File: config.mk
export PLATFORM = sky130hd
export DESIGN_NAME = amrs_top
export DESIGN_NICKNAME = d
export VERILOG_FILES = /design/src/core/amrs_pkg.sv /design/src/core/amrs_chan_decode.sv /design/src/core/amrs_top.sv
export SDC_FILE = /design/constraint.sdc
export NUM_CORES = 1
export LEC_CHECK = 0
export BUFFER_PORTS_ARGS = -buffer_cell sky130_fd_sc_hd__buf_2
export CAP_MARGIN = 20
export CORE_ASPECT_RATIO = 1.75
export CORE_MARGIN = 5
export CORE_UTILIZATION = 46
export DETAILED_ROUTE_END_ITERATION = 8
export PLACE_DENSITY_LB_ADDON = 0.05
export SYNTH_ARGS = -nofsm -noshare
export SYNTH_HDL_FRONTEND = slang
export SYNTH_SLANG_ARGS = --single-unit
File: constraint.sdc
create_clock -name pclk -period 3.9 [get_ports pclk]
set_input_delay 0.195 -clock pclk [delete_from_list [all_inputs] [get_ports pclk]]
set_output_delay 0.195 -clock pclk [all_outputs]
set_load 0.1 [all_outputs]
File: src/core/amrs_pkg.sv
package amrs_pkg;
	// Register map (byte addresses)
	localparam logic [7:0] ADDR_INPUT_SELECT = 8'h00;
	localparam logic [7:0] ADDR_MISC_CONTROL = 8'h04;
	localparam logic [7:0] ADDR_CONV_STATUS = 8'h08;
	localparam logic [7:0] ADDR_RESULT = 8'h0C;
	// Input select fields
	localparam int REFS_HI_BIT = 7;
	localparam int REFS_LO_BIT = 6;
	localparam int LEFT_ADJ_BIT = 5;
	localparam int CHAN_MSB = 4;
	// Misc control fields
	localparam int EXT_REF_EN_BIT = 0;
	localparam int REF_OUT_EN_BIT = 1;
	// Status fields
	localparam int STAT_DONE_BIT = 0;
	localparam int STAT_BUSY_BIT = 1;
	localparam int STAT_LONG_BIT = 2;
	// Reset values
	localparam logic [7:0] INPUT_SELECT_RST = 8'h00;
	localparam logic [1:0] MISC_RST = 2'h0;
	// Conversion lengths in converter clock cycles
	localparam int NORMAL_CONV_CYCLES = 13;
	localparam int LONG_CONV_CYCLES = 25;
	// Reference source codes
	typedef enum logic [1:0] {
		REF_SUPPLY = 2'b00,
		REF_EXTERNAL = 2'b01,
		REF_INT_1V1 = 2'b10,
		REF_INT_2V56 = 2'b11
	} amrs_ref_e;
	// Gain codes
	typedef enum logic [1:0] {
		GAIN_NONE = 2'b00,
		GAIN_8X = 2'b01,
		GAIN_20X = 2'b10
	} amrs_gain_e;
	// Single-ended internal source codes
	localparam logic [4:0] CH_LAST_PIN = 5'h0A;
	localparam logic [4:0] CH_TEMP = 5'h0B;
	localparam logic [4:0] CH_BANDGAP = 5'h0C;
	localparam logic [4:0] CH_SUPPLY_QTR = 5'h0D;
	localparam logic [4:0] CH_GROUND = 5'h0E;
	localparam logic [4:0] CH_RESERVED = 5'h0F;
endpackage

File: src/core/amrs_chan_decode.sv
`timescale 1ns/10ps
module amrs_chan_decode (
	// Channel code
	input wire logic [4:0] code,
	// Multiplexer selects
	output logic [3:0] pos_input,
	output logic [3:0] neg_input,
	output logic diff_mode,
	output logic [1:0] gain,
	output logic sel_temp,
	output logic sel_bandgap,
	output logic sel_supply_qtr,
	output logic sel_ground,
	output logic sel_none
);
	logic [2:0] pair;
	// Decode the channel and gain code
	always_comb begin
		pair = code[3:1];
		pos_input = 4'h0;
		neg_input = 4'h0;
		diff_mode = 1'b0;
		gain = amrs_pkg::GAIN_NONE;
		sel_temp = 1'b0;
		sel_bandgap = 1'b0;
		sel_supply_qtr = 1'b0;
		sel_ground = 1'b0;
		sel_none = 1'b0;
		if (code[4]) begin
			// Differential pairs 0/1,1/2,2/3,4/5,5/6,6/7,8/9,9/10
			diff_mode = 1'b1;
			gain = code[0] ? amrs_pkg::GAIN_20X : amrs_pkg::GAIN_8X;
			case (pair)
				3'h0: pos_input = 4'h0;
				3'h1: pos_input = 4'h1;
				3'h2: pos_input = 4'h2;
				3'h3: pos_input = 4'h4;
				3'h4: pos_input = 4'h5;
				3'h5: pos_input = 4'h6;
				3'h6: pos_input = 4'h8;
				3'h7: pos_input = 4'h9;
				default: pos_input = 4'h0;
			endcase
			neg_input = pos_input + 4'h1;
		end else if (code <= amrs_pkg::CH_LAST_PIN) begin
			pos_input = code[3:0];
		end else begin
			case (code)
				amrs_pkg::CH_TEMP: sel_temp = 1'b1;
				amrs_pkg::CH_BANDGAP: sel_bandgap = 1'b1;
				amrs_pkg::CH_SUPPLY_QTR: sel_supply_qtr = 1'b1;
				amrs_pkg::CH_GROUND: sel_ground = 1'b1;
				default: sel_none = 1'b1;
			endcase
		end
	end
endmodule

File: src/core/amrs_top.sv
`timescale 1ns/10ps
module amrs_top (
	// APB slave
	input wire logic pclk,
	input wire logic presetn,
	input wire logic psel,
	input wire logic penable,
	input wire logic pwrite,
	input wire logic [7:0] paddr,
	input wire logic [31:0] pwdata,
	output logic [31:0] prdata,
	output logic pready,
	output logic pslverr,
	// Conversion sequencer
	input wire logic conv_enable,
	input wire logic conv_busy,
	input wire logic conv_done,
	input wire logic [9:0] conv_result,
	output logic long_conversion,
	// Analog selects
	output logic [3:0] mux_pos_input,
	output logic [3:0] mux_neg_input,
	output logic mux_diff_mode,
	output logic [1:0] mux_gain,
	output logic mux_sel_temp,
	output logic mux_sel_bandgap,
	output logic mux_sel_supply_qtr,
	output logic mux_sel_ground,
	output logic [1:0] ref_source,
	// Reference output pin buffer
	output logic ref_out_drive,
	output logic ref_out_is_2v56,
	// Result data register
	output logic [15:0] result_data
);
	logic [7:0] input_select_ff, nxt_input_select;
	logic [1:0] misc_ff, nxt_misc;
	logic [4:0] chan_applied_ff, nxt_chan_applied;
	logic [1:0] refs_applied_ff, nxt_refs_applied;
	logic long_pending_ff, nxt_long_pending;
	logic done_ff, nxt_done;
	logic [9:0] result_ff, nxt_result;
	logic wr_en;
	logic rd_en;
	logic addr_ok;
	logic ext_ref_en;
	logic ref_out_en;
	logic sel_none_unused;
	logic busy_seen_ff, nxt_busy_seen;
	logic conv_start;
	logic refs_change;

	// Result presentation per alignment
	function automatic logic [15:0] align_result(input logic [9:0] r, input logic left);
		if (left) begin
			align_result = {r, 6'h00};
		end else begin
			align_result = {6'h00, r};
		end
	endfunction

	// Bus decode
	assign wr_en = psel && penable && pwrite;
	assign rd_en = psel && !pwrite;
	assign addr_ok = (paddr == amrs_pkg::ADDR_INPUT_SELECT) ||
		(paddr == amrs_pkg::ADDR_MISC_CONTROL) || (paddr == amrs_pkg::ADDR_CONV_STATUS) ||
		(paddr == amrs_pkg::ADDR_RESULT);
	assign pready = 1'b1;
	assign pslverr = psel && penable && !addr_ok;
	assign ext_ref_en = misc_ff[amrs_pkg::EXT_REF_EN_BIT];
	assign ref_out_en = misc_ff[amrs_pkg::REF_OUT_EN_BIT];
	// First busy cycle marks a conversion start
	assign conv_start = conv_busy && !busy_seen_ff;
	// Software write that changes the reference-select pair
	assign refs_change = wr_en && paddr == amrs_pkg::ADDR_INPUT_SELECT &&
		pwdata[amrs_pkg::REFS_HI_BIT:amrs_pkg::REFS_LO_BIT] !=
		input_select_ff[amrs_pkg::REFS_HI_BIT:amrs_pkg::REFS_LO_BIT];

	// Read data mux
	always_comb begin
		prdata = 32'h0000_0000;
		if (rd_en) begin
			case (paddr)
				amrs_pkg::ADDR_INPUT_SELECT: prdata = {24'h000000, input_select_ff};
				amrs_pkg::ADDR_MISC_CONTROL: prdata = {30'h0, misc_ff};
				amrs_pkg::ADDR_CONV_STATUS: prdata = {29'h0, long_pending_ff, conv_busy, done_ff};
				amrs_pkg::ADDR_RESULT: prdata = {16'h0000, result_data};
				default: prdata = 32'h0000_0000;
			endcase
		end
	end

	// Register next-state logic
	always_comb begin
		nxt_input_select = input_select_ff;
		nxt_misc = misc_ff;
		nxt_chan_applied = chan_applied_ff;
		nxt_refs_applied = refs_applied_ff;
		nxt_long_pending = long_pending_ff;
		nxt_done = done_ff;
		nxt_result = result_ff;
		if (wr_en && paddr == amrs_pkg::ADDR_INPUT_SELECT) begin
			nxt_input_select = pwdata[7:0];
		end
		if (wr_en && paddr == amrs_pkg::ADDR_MISC_CONTROL) begin
			nxt_misc = pwdata[1:0];
		end
		// Write-one clears the flag; a new completion wins
		if (wr_en && paddr == amrs_pkg::ADDR_CONV_STATUS && pwdata[amrs_pkg::STAT_DONE_BIT]) begin
			nxt_done = 1'b0;
		end
		if (conv_done) begin
			nxt_result = conv_result;
			nxt_done = 1'b1;
		end
		// Selects apply when idle or at completion
		if (!conv_busy || conv_done) begin
			nxt_chan_applied = input_select_ff[amrs_pkg::CHAN_MSB:0];
			nxt_refs_applied = input_select_ff[amrs_pkg::REFS_HI_BIT:amrs_pkg::REFS_LO_BIT];
		end
		// Long request is consumed by the next start, not by a completion, so a
		// change made mid-conversion still lengthens the conversion after it
		nxt_busy_seen = conv_busy;
		if (conv_start) begin
			nxt_long_pending = 1'b0;
		end
		// A new change wins over consumption
		if (refs_change) begin
			nxt_long_pending = 1'b1;
		end
	end

	// State registers
	always_ff @(posedge pclk or negedge presetn) begin
		if (!presetn) begin
			input_select_ff <= amrs_pkg::INPUT_SELECT_RST;
			misc_ff <= amrs_pkg::MISC_RST;
			chan_applied_ff <= 5'h00;
			refs_applied_ff <= 2'h0;
			long_pending_ff <= 1'b0;
			done_ff <= 1'b0;
			result_ff <= 10'h000;
			busy_seen_ff <= 1'b0;
		end else begin
			input_select_ff <= nxt_input_select;
			misc_ff <= nxt_misc;
			chan_applied_ff <= nxt_chan_applied;
			refs_applied_ff <= nxt_refs_applied;
			long_pending_ff <= nxt_long_pending;
			done_ff <= nxt_done;
			result_ff <= nxt_result;
			busy_seen_ff <= nxt_busy_seen;
		end
	end

	assign long_conversion = long_pending_ff;

	// Immediate alignment from the live register bit
	assign result_data = align_result(result_ff, input_select_ff[amrs_pkg::LEFT_ADJ_BIT]);

	// Reference decode
	always_comb begin
		if (!refs_applied_ff[0]) begin
			ref_source = ext_ref_en ? amrs_pkg::REF_EXTERNAL : amrs_pkg::REF_SUPPLY;
		end else begin
			ref_source = refs_applied_ff[1] ? amrs_pkg::REF_INT_2V56 : amrs_pkg::REF_INT_1V1;
		end
	end

	// Reference output pin drive
	assign ref_out_drive = ref_out_en && conv_enable && refs_applied_ff[0];
	assign ref_out_is_2v56 = refs_applied_ff[1];

	// Channel decode
	amrs_chan_decode u_dec (
		.code(chan_applied_ff),
		.pos_input(mux_pos_input),
		.neg_input(mux_neg_input),
		.diff_mode(mux_diff_mode),
		.gain(mux_gain),
		.sel_temp(mux_sel_temp),
		.sel_bandgap(mux_sel_bandgap),
		.sel_supply_qtr(mux_sel_supply_qtr),
		.sel_ground(mux_sel_ground),
		.sel_none(sel_none_unused)
	);

	// Checks: deferred selects
	a_chan_deferred: assert property (@(posedge pclk) disable iff (!presetn)
		(conv_busy && !conv_done) |=> $stable(chan_applied_ff))
		else $error("channel changed mid conversion");
	a_refs_deferred: assert property (@(posedge pclk) disable iff (!presetn)
		(conv_busy && !conv_done) |=> $stable(refs_applied_ff))
		else $error("reference changed mid conversion");
	a_refs_apply: assert property (@(posedge pclk) disable iff (!presetn)
		conv_done |=> refs_applied_ff == $past(input_select_ff[7:6]))
		else $error("reference not applied at completion");
	a_chan_idle: assert property (@(posedge pclk) disable iff (!presetn)
		(!conv_busy || conv_done) |=> chan_applied_ff == $past(input_select_ff[4:0]))
		else $error("channel not applied");
	a_refs_idle: assert property (@(posedge pclk) disable iff (!presetn)
		(!conv_busy || conv_done) |=> refs_applied_ff == $past(input_select_ff[7:6]))
		else $error("reference not applied");
	// Checks: long conversion request
	a_long_set: assert property (@(posedge pclk) disable iff (!presetn)
		(wr_en && paddr == amrs_pkg::ADDR_INPUT_SELECT && pwdata[7:6] != input_select_ff[7:6])
		|=> long_conversion)
		else $error("long conversion not requested");
	a_long_hold: assert property (@(posedge pclk) disable iff (!presetn)
		(long_pending_ff && !(conv_busy && !busy_seen_ff)) |=> long_conversion)
		else $error("long conversion request lost before start");
	a_long_used: assert property (@(posedge pclk) disable iff (!presetn)
		(conv_busy && !busy_seen_ff && !refs_change) |=> !long_conversion)
		else $error("long conversion request not consumed");
	// Checks: reference pin and reference decode
	a_pin_off: assert property (@(posedge pclk) disable iff (!presetn)
		(!conv_enable || !ref_out_en) |-> !ref_out_drive)
		else $error("reference pin driven while off");
	a_pin_on: assert property (@(posedge pclk) disable iff (!presetn)
		(ref_out_en && conv_enable && refs_applied_ff[0]) |-> ref_out_drive)
		else $error("reference pin not driven");
	a_pin_level: assert property (@(posedge pclk) disable iff (!presetn)
		ref_out_drive |-> ref_out_is_2v56 == refs_applied_ff[1])
		else $error("reference pin level wrong");
	a_pin_mode: assert property (@(posedge pclk) disable iff (!presetn)
		!refs_applied_ff[0] |-> !ref_out_drive)
		else $error("reference pin driven without internal reference");
	a_ref_supply: assert property (@(posedge pclk) disable iff (!presetn)
		(!refs_applied_ff[0] && !ext_ref_en) |-> ref_source == amrs_pkg::REF_SUPPLY)
		else $error("supply reference not chosen");
	a_ref_ext: assert property (@(posedge pclk) disable iff (!presetn)
		(!refs_applied_ff[0] && ext_ref_en) |-> ref_source == amrs_pkg::REF_EXTERNAL)
		else $error("external reference not chosen");
	a_ref_1v1: assert property (@(posedge pclk) disable iff (!presetn)
		(refs_applied_ff == 2'b01 && !ext_ref_en) |-> ref_source == amrs_pkg::REF_INT_1V1)
		else $error("internal 1.1V reference not chosen");
	a_ref_2v56: assert property (@(posedge pclk) disable iff (!presetn)
		(refs_applied_ff == 2'b11 && !ext_ref_en) |-> ref_source == amrs_pkg::REF_INT_2V56)
		else $error("internal 2.56V reference not chosen");
	// Checks: result presentation
	a_left_align: assert property (@(posedge pclk) disable iff (!presetn)
		input_select_ff[5] |-> result_data[15:6] == result_ff && result_data[5:0] == 6'h00)
		else $error("left alignment wrong");
	a_right_align: assert property (@(posedge pclk) disable iff (!presetn)
		!input_select_ff[5] |-> result_data == {6'h00, result_ff})
		else $error("right alignment wrong");
	// Checks: channel decode
	a_chan_single: assert property (@(posedge pclk) disable iff (!presetn)
		(chan_applied_ff <= amrs_pkg::CH_LAST_PIN) |-> mux_pos_input == chan_applied_ff[3:0])
		else $error("single-ended input wrong");
	a_single_gain: assert property (@(posedge pclk) disable iff (!presetn)
		!chan_applied_ff[4] |-> !mux_diff_mode && mux_gain == amrs_pkg::GAIN_NONE)
		else $error("single-ended mode wrong");
	a_chan_temp: assert property (@(posedge pclk) disable iff (!presetn)
		(chan_applied_ff == amrs_pkg::CH_TEMP) |-> mux_sel_temp && !mux_sel_bandgap)
		else $error("temperature sensor not selected");
	a_chan_bandgap: assert property (@(posedge pclk) disable iff (!presetn)
		(chan_applied_ff == amrs_pkg::CH_BANDGAP) |-> mux_sel_bandgap && !mux_sel_supply_qtr)
		else $error("bandgap not selected");
	a_chan_supply: assert property (@(posedge pclk) disable iff (!presetn)
		(chan_applied_ff == amrs_pkg::CH_SUPPLY_QTR) |-> mux_sel_supply_qtr && !mux_sel_ground)
		else $error("supply quarter not selected");
	a_chan_ground: assert property (@(posedge pclk) disable iff (!presetn)
		(chan_applied_ff == amrs_pkg::CH_GROUND) |-> mux_sel_ground && !mux_sel_temp)
		else $error("ground not selected");
	a_chan_reserved: assert property (@(posedge pclk) disable iff (!presetn)
		(chan_applied_ff == amrs_pkg::CH_RESERVED) |-> !(mux_sel_temp || mux_sel_bandgap ||
		mux_sel_supply_qtr || mux_sel_ground))
		else $error("reserved code selected a source");
	a_diff_gain: assert property (@(posedge pclk) disable iff (!presetn)
		chan_applied_ff[4] |-> mux_gain == (chan_applied_ff[0] ? 2'h2 : 2'h1))
		else $error("differential gain wrong");
	a_diff_pair: assert property (@(posedge pclk) disable iff (!presetn)
		chan_applied_ff[4] |-> mux_diff_mode && mux_neg_input == mux_pos_input + 4'h1)
		else $error("differential pair wrong");
	a_diff_skip: assert property (@(posedge pclk) disable iff (!presetn)
		chan_applied_ff[4] |-> mux_pos_input != 4'h3 && mux_pos_input != 4'h7 && mux_pos_input < 4'hA)
		else $error("differential positive input out of set");
	// Checks: registers and completion flag
	a_reg_write: assert property (@(posedge pclk) disable iff (!presetn)
		(wr_en && paddr == amrs_pkg::ADDR_INPUT_SELECT) |=> input_select_ff == $past(pwdata[7:0]))
		else $error("select register not written");
	a_bad_addr: assert property (@(posedge pclk) disable iff (!presetn)
		(psel && penable && !addr_ok) |=> $stable(input_select_ff) && $stable(misc_ff))
		else $error("unmapped access changed a register");
	a_misc_write: assert property (@(posedge pclk) disable iff (!presetn)
		(wr_en && paddr == amrs_pkg::ADDR_MISC_CONTROL) |=> misc_ff == $past(pwdata[1:0]))
		else $error("misc control not written");
	a_done_set: assert property (@(posedge pclk) disable iff (!presetn)
		conv_done |=> done_ff && result_ff == $past(conv_result))
		else $error("completion flag or result missing");
	a_done_hold: assert property (@(posedge pclk) disable iff (!presetn)
		(done_ff && !(wr_en && paddr == amrs_pkg::ADDR_CONV_STATUS && pwdata[0])) |=> done_ff)
		else $error("completion flag lost");
	a_done_clear: assert property (@(posedge pclk) disable iff (!presetn)
		(wr_en && paddr == amrs_pkg::ADDR_CONV_STATUS && pwdata[0] && !conv_done) |=> !done_ff)
		else $error("completion flag not cleared");
	// Scenario covers
	c_deferred_write: cover property (@(posedge pclk) disable iff (!presetn)
		conv_busy && wr_en && paddr == amrs_pkg::ADDR_INPUT_SELECT);
	c_pin_driven: cover property (@(posedge pclk) disable iff (!presetn) ref_out_drive);
	c_done_clear: cover property (@(posedge pclk) disable iff (!presetn) done_ff ##1 !done_ff);
	c_long_start: cover property (@(posedge pclk) disable iff (!presetn)
		conv_start && long_pending_ff);
endmodule

==> results of run 1 <==
-- sequential cells by signal, indices dropped and copies added, names as in the netlist --
register	cells
misc_ff	2
result_ff	10
refs_applied_ff	2
busy_seen_ff	1
done_ff	1
chan_applied_ff	5
input_select_ff	8
long_conversion	1
-- power groups by stage --
stage          Combinational (µW)  Sequential (µW)  Clock (µW)
2_1_floorplan                 235              342           0
3_3_place_gp                  265              342           0
3_5_place_dp                  266              343           0
4_1_cts                       267              337         264
5_1_grt                       278              340         281
6_report                      266              337         256
-- critical path, cell delays in order (launching register included) --
cell and delay [ns]:
dfrtp_1 0.49, inv_1 0.18, ha_1 0.32, nand2_1 0.07
o21a_1 0.16, ha_1 0.20, and3_1 0.14, nor3_1 0.11
buf_2 0.45
-- cell type report --
class | count | area (µm²) | area share, %
clock buffers | 7 | 86.3 | 3.44
flip-flops and latches | 30 | 751 | 29.9
inverters | 3 | 11.3 | 0.448
multi-input cells | 164 | 1150 | 45.6
well taps | 51 | 63.8 | 2.54
clock inverters | 1 | 5.00 | 0.199
repair buffers | 88 | 448 | 17.8
-- cell usage after synthesis, drive strengths merged --
| master | count |
|---|---|
| a21o | 1 |
| a21oi | 12 |
| a22o | 1 |
| a2bb2oi | 2 |
| and2 | 14 |
| and3 | 3 |
| and4 | 2 |
| and4b | 1 |
| buf | 22 |
| clkbuf | 6 |
| conb | 2 |
| dfrtp | 30 |
| ha | 5 |
| inv | 3 |
| mux2 | 31 |
| mux2i | 2 |
| nand2 | 13 |
| nand2b | 4 |
| nand3 | 14 |
| nand4 | 4 |
| nor2 | 6 |
| nor2b | 9 |
| nor3 | 4 |
| nor3b | 2 |
| nor4 | 3 |
| nor4bb | 1 |
| o2111ai | 1 |
| o21a | 1 |
| o21ai | 6 |
| o2bb2ai | 1 |
| o31ai | 1 |
| or2 | 1 |
| xnor2 | 2 |
-- timing repair --
item                      CTS  global route
hold buffers                1             0
hold endpoints to repair   30             0
gates resized for setup     0             0
-- placed cells by master, fill, tap and decap left out, types with 4 or more instances in the layout --
master	n
buf_2	86
mux2_2	31
dfrtp_1	30
conb_1	17
nand3_1	14
and2_1	14
nand2_1	13
a21oi_1	11
nor2b_1	9
nor2_1	6
o21ai_0	6
clkbuf_8	6
ha_1	5
nand2b_1	4
nor3_1	4
nand4_1	4
-- cell families after synthesis --
family,count (synthesis),synth area share (%)
adders and majority gates,5,3.09
buffers and inverters,31,9.52
other,2,0.371
DFF,30,37.1
xor gates and xnor gates,2,0.866
muxes,33,18.2
and+or+nand+nor,81,23.1
AOI/OAI and AO/OA,26,7.73
-- final timing paths --
kind,end,slack [ns]
setup / recovery,mux_neg_input[2],1.31
hold / removal,busy_seen_ff,0.08
setup reg to reg,input_select_ff[5],2.83
hold reg to reg,done_ff,0.48
max in group asynchronous,refs_applied_ff[0],2.97
min in group asynchronous,result_ff[4],0.49
-- routing by layer --
metal / part of all wire [%] / up-vias
li1: - / 860
met1: 35 / 814
met2: 55 / 67
met3: 8.1 / 6
met4: 1.6 / 0
met5: 0 / -
-- metrics by stage --
step	instances	utilization (%)	setup slack, ns	hold WS [ns]
after floorplan	225	-	0.0571	-0.101
after global placement	335	55.7	1.43	0.279
after detailed placement	335	55.7	1.45	0.282
after CTS	344	58.1	1.31	0.0657
after global routing	344	58.1	1.12	0.0800
final	344	58.1	1.31	0.0768
==> results.yml, run 1 <==
run_status:
  status: "finished, final reports clean"
grt:
  grt_usage_pct: 18.5
  grt_pass1_wl_um: 8420
  grtUsageMet3_pct: 5.29
  overflow: 0
  top_usage_layer: "met2"
  gr-usage-met2_pct: 33.9
  use_met1_pct: 19.0
  grt_pass1_vias: 1777
  grt_antenna_before_repair: 0
  grt_start_max_net_pins: 31
synthesis:
  synthCells: 210
  ys_types: 36
  synth_top_cell_by_area: "dfrtp_1"
  synthTopCellsByArea: "dfrtp_1, mux2_2, buf_4, and2_1, nand3_1"
  yosysTopAreaCellShare_pct: 37.1
  syn_area_per_cell_um2: 9.63
  synth_area_mm2: 0.00202
  yosysWarnings: 0
  synth_seq_cells: 30
  yosysSeqAreaShare_pct: 37.1
drt:
  drcViolationCount: 0
  routedWlPerCell_um: 15.0
  drt_iter0_markers: 60
  vias: 1747
  dr.pass1.iters: 4
  antenna_left: 0
  wl_um: 5160
  vias_per_cell: 5.08
worst_setup_path:
  crit_path_end_kind: "primary output"
  crit_type: "flip-flop to primary output"
  crit_path_start_kind: "flip-flop"
  worstRegToRegCells: 1
  critPathLaunch: "chan_applied_ff[2]"
  worstPathArrival_ns: 2.39
  required_ns: 3.70
  critPathMaxFanout: 8
  worstReg2RegStart: "input_select_ff[5]"
layout:
  area.growth.synth_to_final_pct: 24.1
  nFillCells: 430
  nNetsFinal: 355
  antenna_cells: 0
  postLayoutCellArea_mm2: 0.00251
  drive_gt1_share_pct: 44.0
power_and_ir_drop:
  ir_drop_mv: 0.302
  leakage_uw: 0.00130
  powerDensity_mw_per_mm2: 342
  pwr-share-comb_pct: 30.9
  total_power_uw: 859
  power_switching_uw: 342
  cellInternalPower_uw: 516
  seqPwrFrac_pct: 39.2
  p_sw_share_pct: 39.9
  power_frac_clock_pct: 29.8
clock_network:
  clkSinkCount: 30
  htreeDepth: 2
  ctsRootBufferMaster: "clkbuf_8"
  insertion_delay_ns: 0.28
  cts_max_path_buffers: 2
  cts_tree: "done"
  cts_made_buffers: 5
  clkTransAtPathRegs_ns: 0.06
  postCtsSetupBuffers: 0
sta:
  setup_viol: 0
  tns_ns: 0
  tightest_slew_ns: 0.857
  rsz0062_at_grt: "false"
  slew_headroom_pct: 42.4
  fin_crit_ns: 2.59
  skew_ns: 0.00349
  slew_violations: 0
  max_freq_mhz: 386
  hold_viol: 0
  finalCritPeriodShare_pct: 66.4
hold_path:
  whs_path_depth: 1
  hp-start: "conv_busy"
  hold_class: "primary input to flip-flop"
die:
  start_util_pct: 46.8
  die_h_um: 97.7
  num_rows: 32
  die_w_um: 60.1
  die_area_mm2: 0.00588
  core_mm2: 0.00432
  ioPinCount: 128
placement:
  place_congestion: 0.868
  dpl.hpwl_um: 4140
  port_buffers: 86
  placedInstanceArea_mm2: 0.00241
flow_run:
  drv_cap: 0
Power figures use the tool's default switching activity.
==> inputs of run 2 (changes only) <==
--- a/config.mk
+++ b/config.mk
@@ -9,7 +9,7 @@
 export CAP_MARGIN = 20
 export CORE_ASPECT_RATIO = 1.75
 export CORE_MARGIN = 5
-export CORE_UTILIZATION = 46
+export CORE_UTILIZATION = 39
 export DETAILED_ROUTE_END_ITERATION = 8
 export PLACE_DENSITY_LB_ADDON = 0.05
 export SYNTH_ARGS = -nofsm -noshare
==> constraint.sdc (replaced) <==
create_clock -name pclk -period 2.2 [get_ports pclk]
set_input_delay 0.11 -clock pclk [delete_from_list [all_inputs] [get_ports pclk]]
set_output_delay 0.11 -clock pclk [all_outputs]
set_load 0.1 [all_outputs]
==> run 2 against run 1 <==
Combinational power increased by 88%. Largest cell class unchanged. Clock power is 64% higher. Final area increased by 25%. Critical path depth is the same. Total power grew 77%. Clock skew increased by 0.00074 ns. Routed wire length increased by 13%. Critical path type unchanged. Critical endpoint unchanged. Sequential power increased by 78%.
==> results.yml, run 2 (synthesized netlist as in run 1, its figures left out) <==
sta:
  hold-worst-slack_ns: 0.0558
  finalCritPeriodShare_pct: 95.3
  max_freq_mhz: 477
  rsz0062_at_grt: "false"
  slew_headroom_pct: 53.1
  fin_crit_ns: 2.10
  hold_viol: 0
  skew_ns: 0.00424
  tightest_slew_ns: 0.704
  setup_viol: 0
  slew_violations: 0
layout:
  regMostFlops: "result_ff"
  largest_register_ffs: 10
  final_cell_mix: "buf_2, mux2_2, dfrtp_1, buf_12, conb_1"
  nNetsFinal: 364
  area.growth.synth_to_final_pct: 55.5
  reg_top3: "result_ff (10), input_select_ff (8), chan_applied_ff (5)"
  nFillCells: 447
  antenna_cells: 0
  final_cells: 355
  postLayoutCellArea_mm2: 0.00315
  drive_gt1_share_pct: 57.5
  final_common_cell: "buf_2"
worst_setup_path:
  crit_path_start_kind: "flip-flop"
  crit_chain: "inv_4 > ha_4 > nand2_2 > o21a_4 > ha_2 > a21oi_1 > nor3_4 > buf_12"
  crit_path_end_kind: "primary output"
  cp_slowest_cell: "dfrtp_2"
  crit_type: "flip-flop to primary output"
  r2r_setup_slack_ns: 0.93
  required_ns: 2.09
  worstPathArrival_ns: 1.99
  critPathMaxFanout: 5
  crit_path_max_incr_delay_ns: 0.45
clock_network:
  cts_tree: "done"
  clkTransAtPathRegs_ns: 0.07
  htreeDepth: 2
  ctsRootBufferMaster: "clkbuf_8"
  insertion_delay_ns: 0.28
  clkSinkCount: 30
  cts_max_path_buffers: 2
  cts_made_buffers: 5
hold_path:
  hold_class: "primary input to flip-flop"
die:
  core_mm2: 0.00502
  start_util_pct: 40.3
  die_h_um: 105
  ioPinCount: 128
  die_w_um: 64.4
  num_rows: 34
  die_area_mm2: 0.00678
grt:
  top_usage_layer: "met2"
  grt_usage_pct: 18.1
  overflow: 0
  grt_pass1_vias: 1926
  gr-usage-met2_pct: 35.4
  grtUsageMet3_pct: 6.71
  grt_antenna_before_repair: 0
  grt_pass1_wl_um: 9630
  grt_start_max_net_pins: 31
  use_met1_pct: 16.9
drt:
  vias: 1843
  vias_per_cell: 5.19
  wl_um: 5850
  drt_iter0_markers: 59
  dr.pass1.iters: 4
  routedWlPerCell_um: 16.5
  antenna_left: 0
  drcViolationCount: 0
power_and_ir_drop:
  p_sw_share_pct: 41.1
  power_frac_clock_pct: 27.6
  total_power_uw: 1520
  seqPwrFrac_pct: 39.5
  leakage_uw: 0.00146
  cellInternalPower_uw: 895
  powerDensity_mw_per_mm2: 483
  pwr-share-comb_pct: 32.9
  power_switching_uw: 624
  ir_drop_mv: 0.464
flow_run:
  drv_cap: 0
placement:
  dp.cells: 342
  dpl.hpwl_um: 4790
  placedInstanceArea_mm2: 0.00301
  place_congestion: 0.761
  port_buffers: 86
run_status:
  status: "finished, final reports clean"
-- run 2: cell type report --
type	count	area, µm²	share of cell area (%)
multi-input cells	164	1400	44.4
well taps	54	67.6	2.15
clock inverters	2	10.0	0.318
clock buffers	5	68.8	2.19
inverters	3	13.8	0.437
repair buffers	97	836	26.6
flip-flops and latches	30	754	24.0
-- run 2: power by group through the flow --
stage / combinational (µW) / sequential [µW] / clock [µW]
after global placement: 494 / 610 / 0
after global routing: 524 / 605 / 456
final: 500 / 600 / 419
after floorplan: 440 / 607 / 0
after detailed placement: 496 / 611 / 0
after CTS: 501 / 601 / 430
-- run 2: path summary, 6_finish.rpt --
| kind | cells after the start | start | endpoint |
|---|---|---|---|
| min in group asynchronous | 2 | presetn | result_ff[9] |
| worst min-delay path | 2 | conv_result[0] | result_ff[0] |
| worst max register to register | 2 | input_select_ff[5] | input_select_ff[5] |
| worst max-delay path | 8 | chan_applied_ff[2] | mux_neg_input[2] |
| max in group asynchronous | 2 | presetn | chan_applied_ff[4] |
| worst min register to register | 1 | done_ff | done_ff |
-- run 2: through the flow --
step / worst slack (ns) / utilization, % / setup TNS, ns
floorplan: -0.217 / - / -1.02
global placement: 0.250 / 59.9 / 0
detailed placement: 0.229 / 59.9 / 0
CTS: 0.00148 / 62.3 / 0
global route: 0.00689 / 62.7 / 0
finish: 0.103 / 62.7 / 0
-- run 2: layer usage --
metal,wire length [µm],up-vias
met4,70,0
met5,0,-
met3,473,5
met2,3340,63
met1,1960,891
li1,-,884
-- run 2: repair_timing --
item                                   4_1_cts  5_1_grt
buffers inserted                             4        0
setup endpoints to repair                    2        2
endpoints found under the hold margin       30        1
gates resized for setup                      1        3
hold buffers                                 1        1
pin swaps                                    0        1
-- run 2: worst max-delay path, delay by kind of cell (launching register included) --
kind                       cells  cell delay, ns
and+or+nand+nor                2            0.30
AOI/OAI and AO/OA              2            0.22
buffers and inverters          2            0.32
DFF                            1            0.45
adders and majority gates      2            0.40
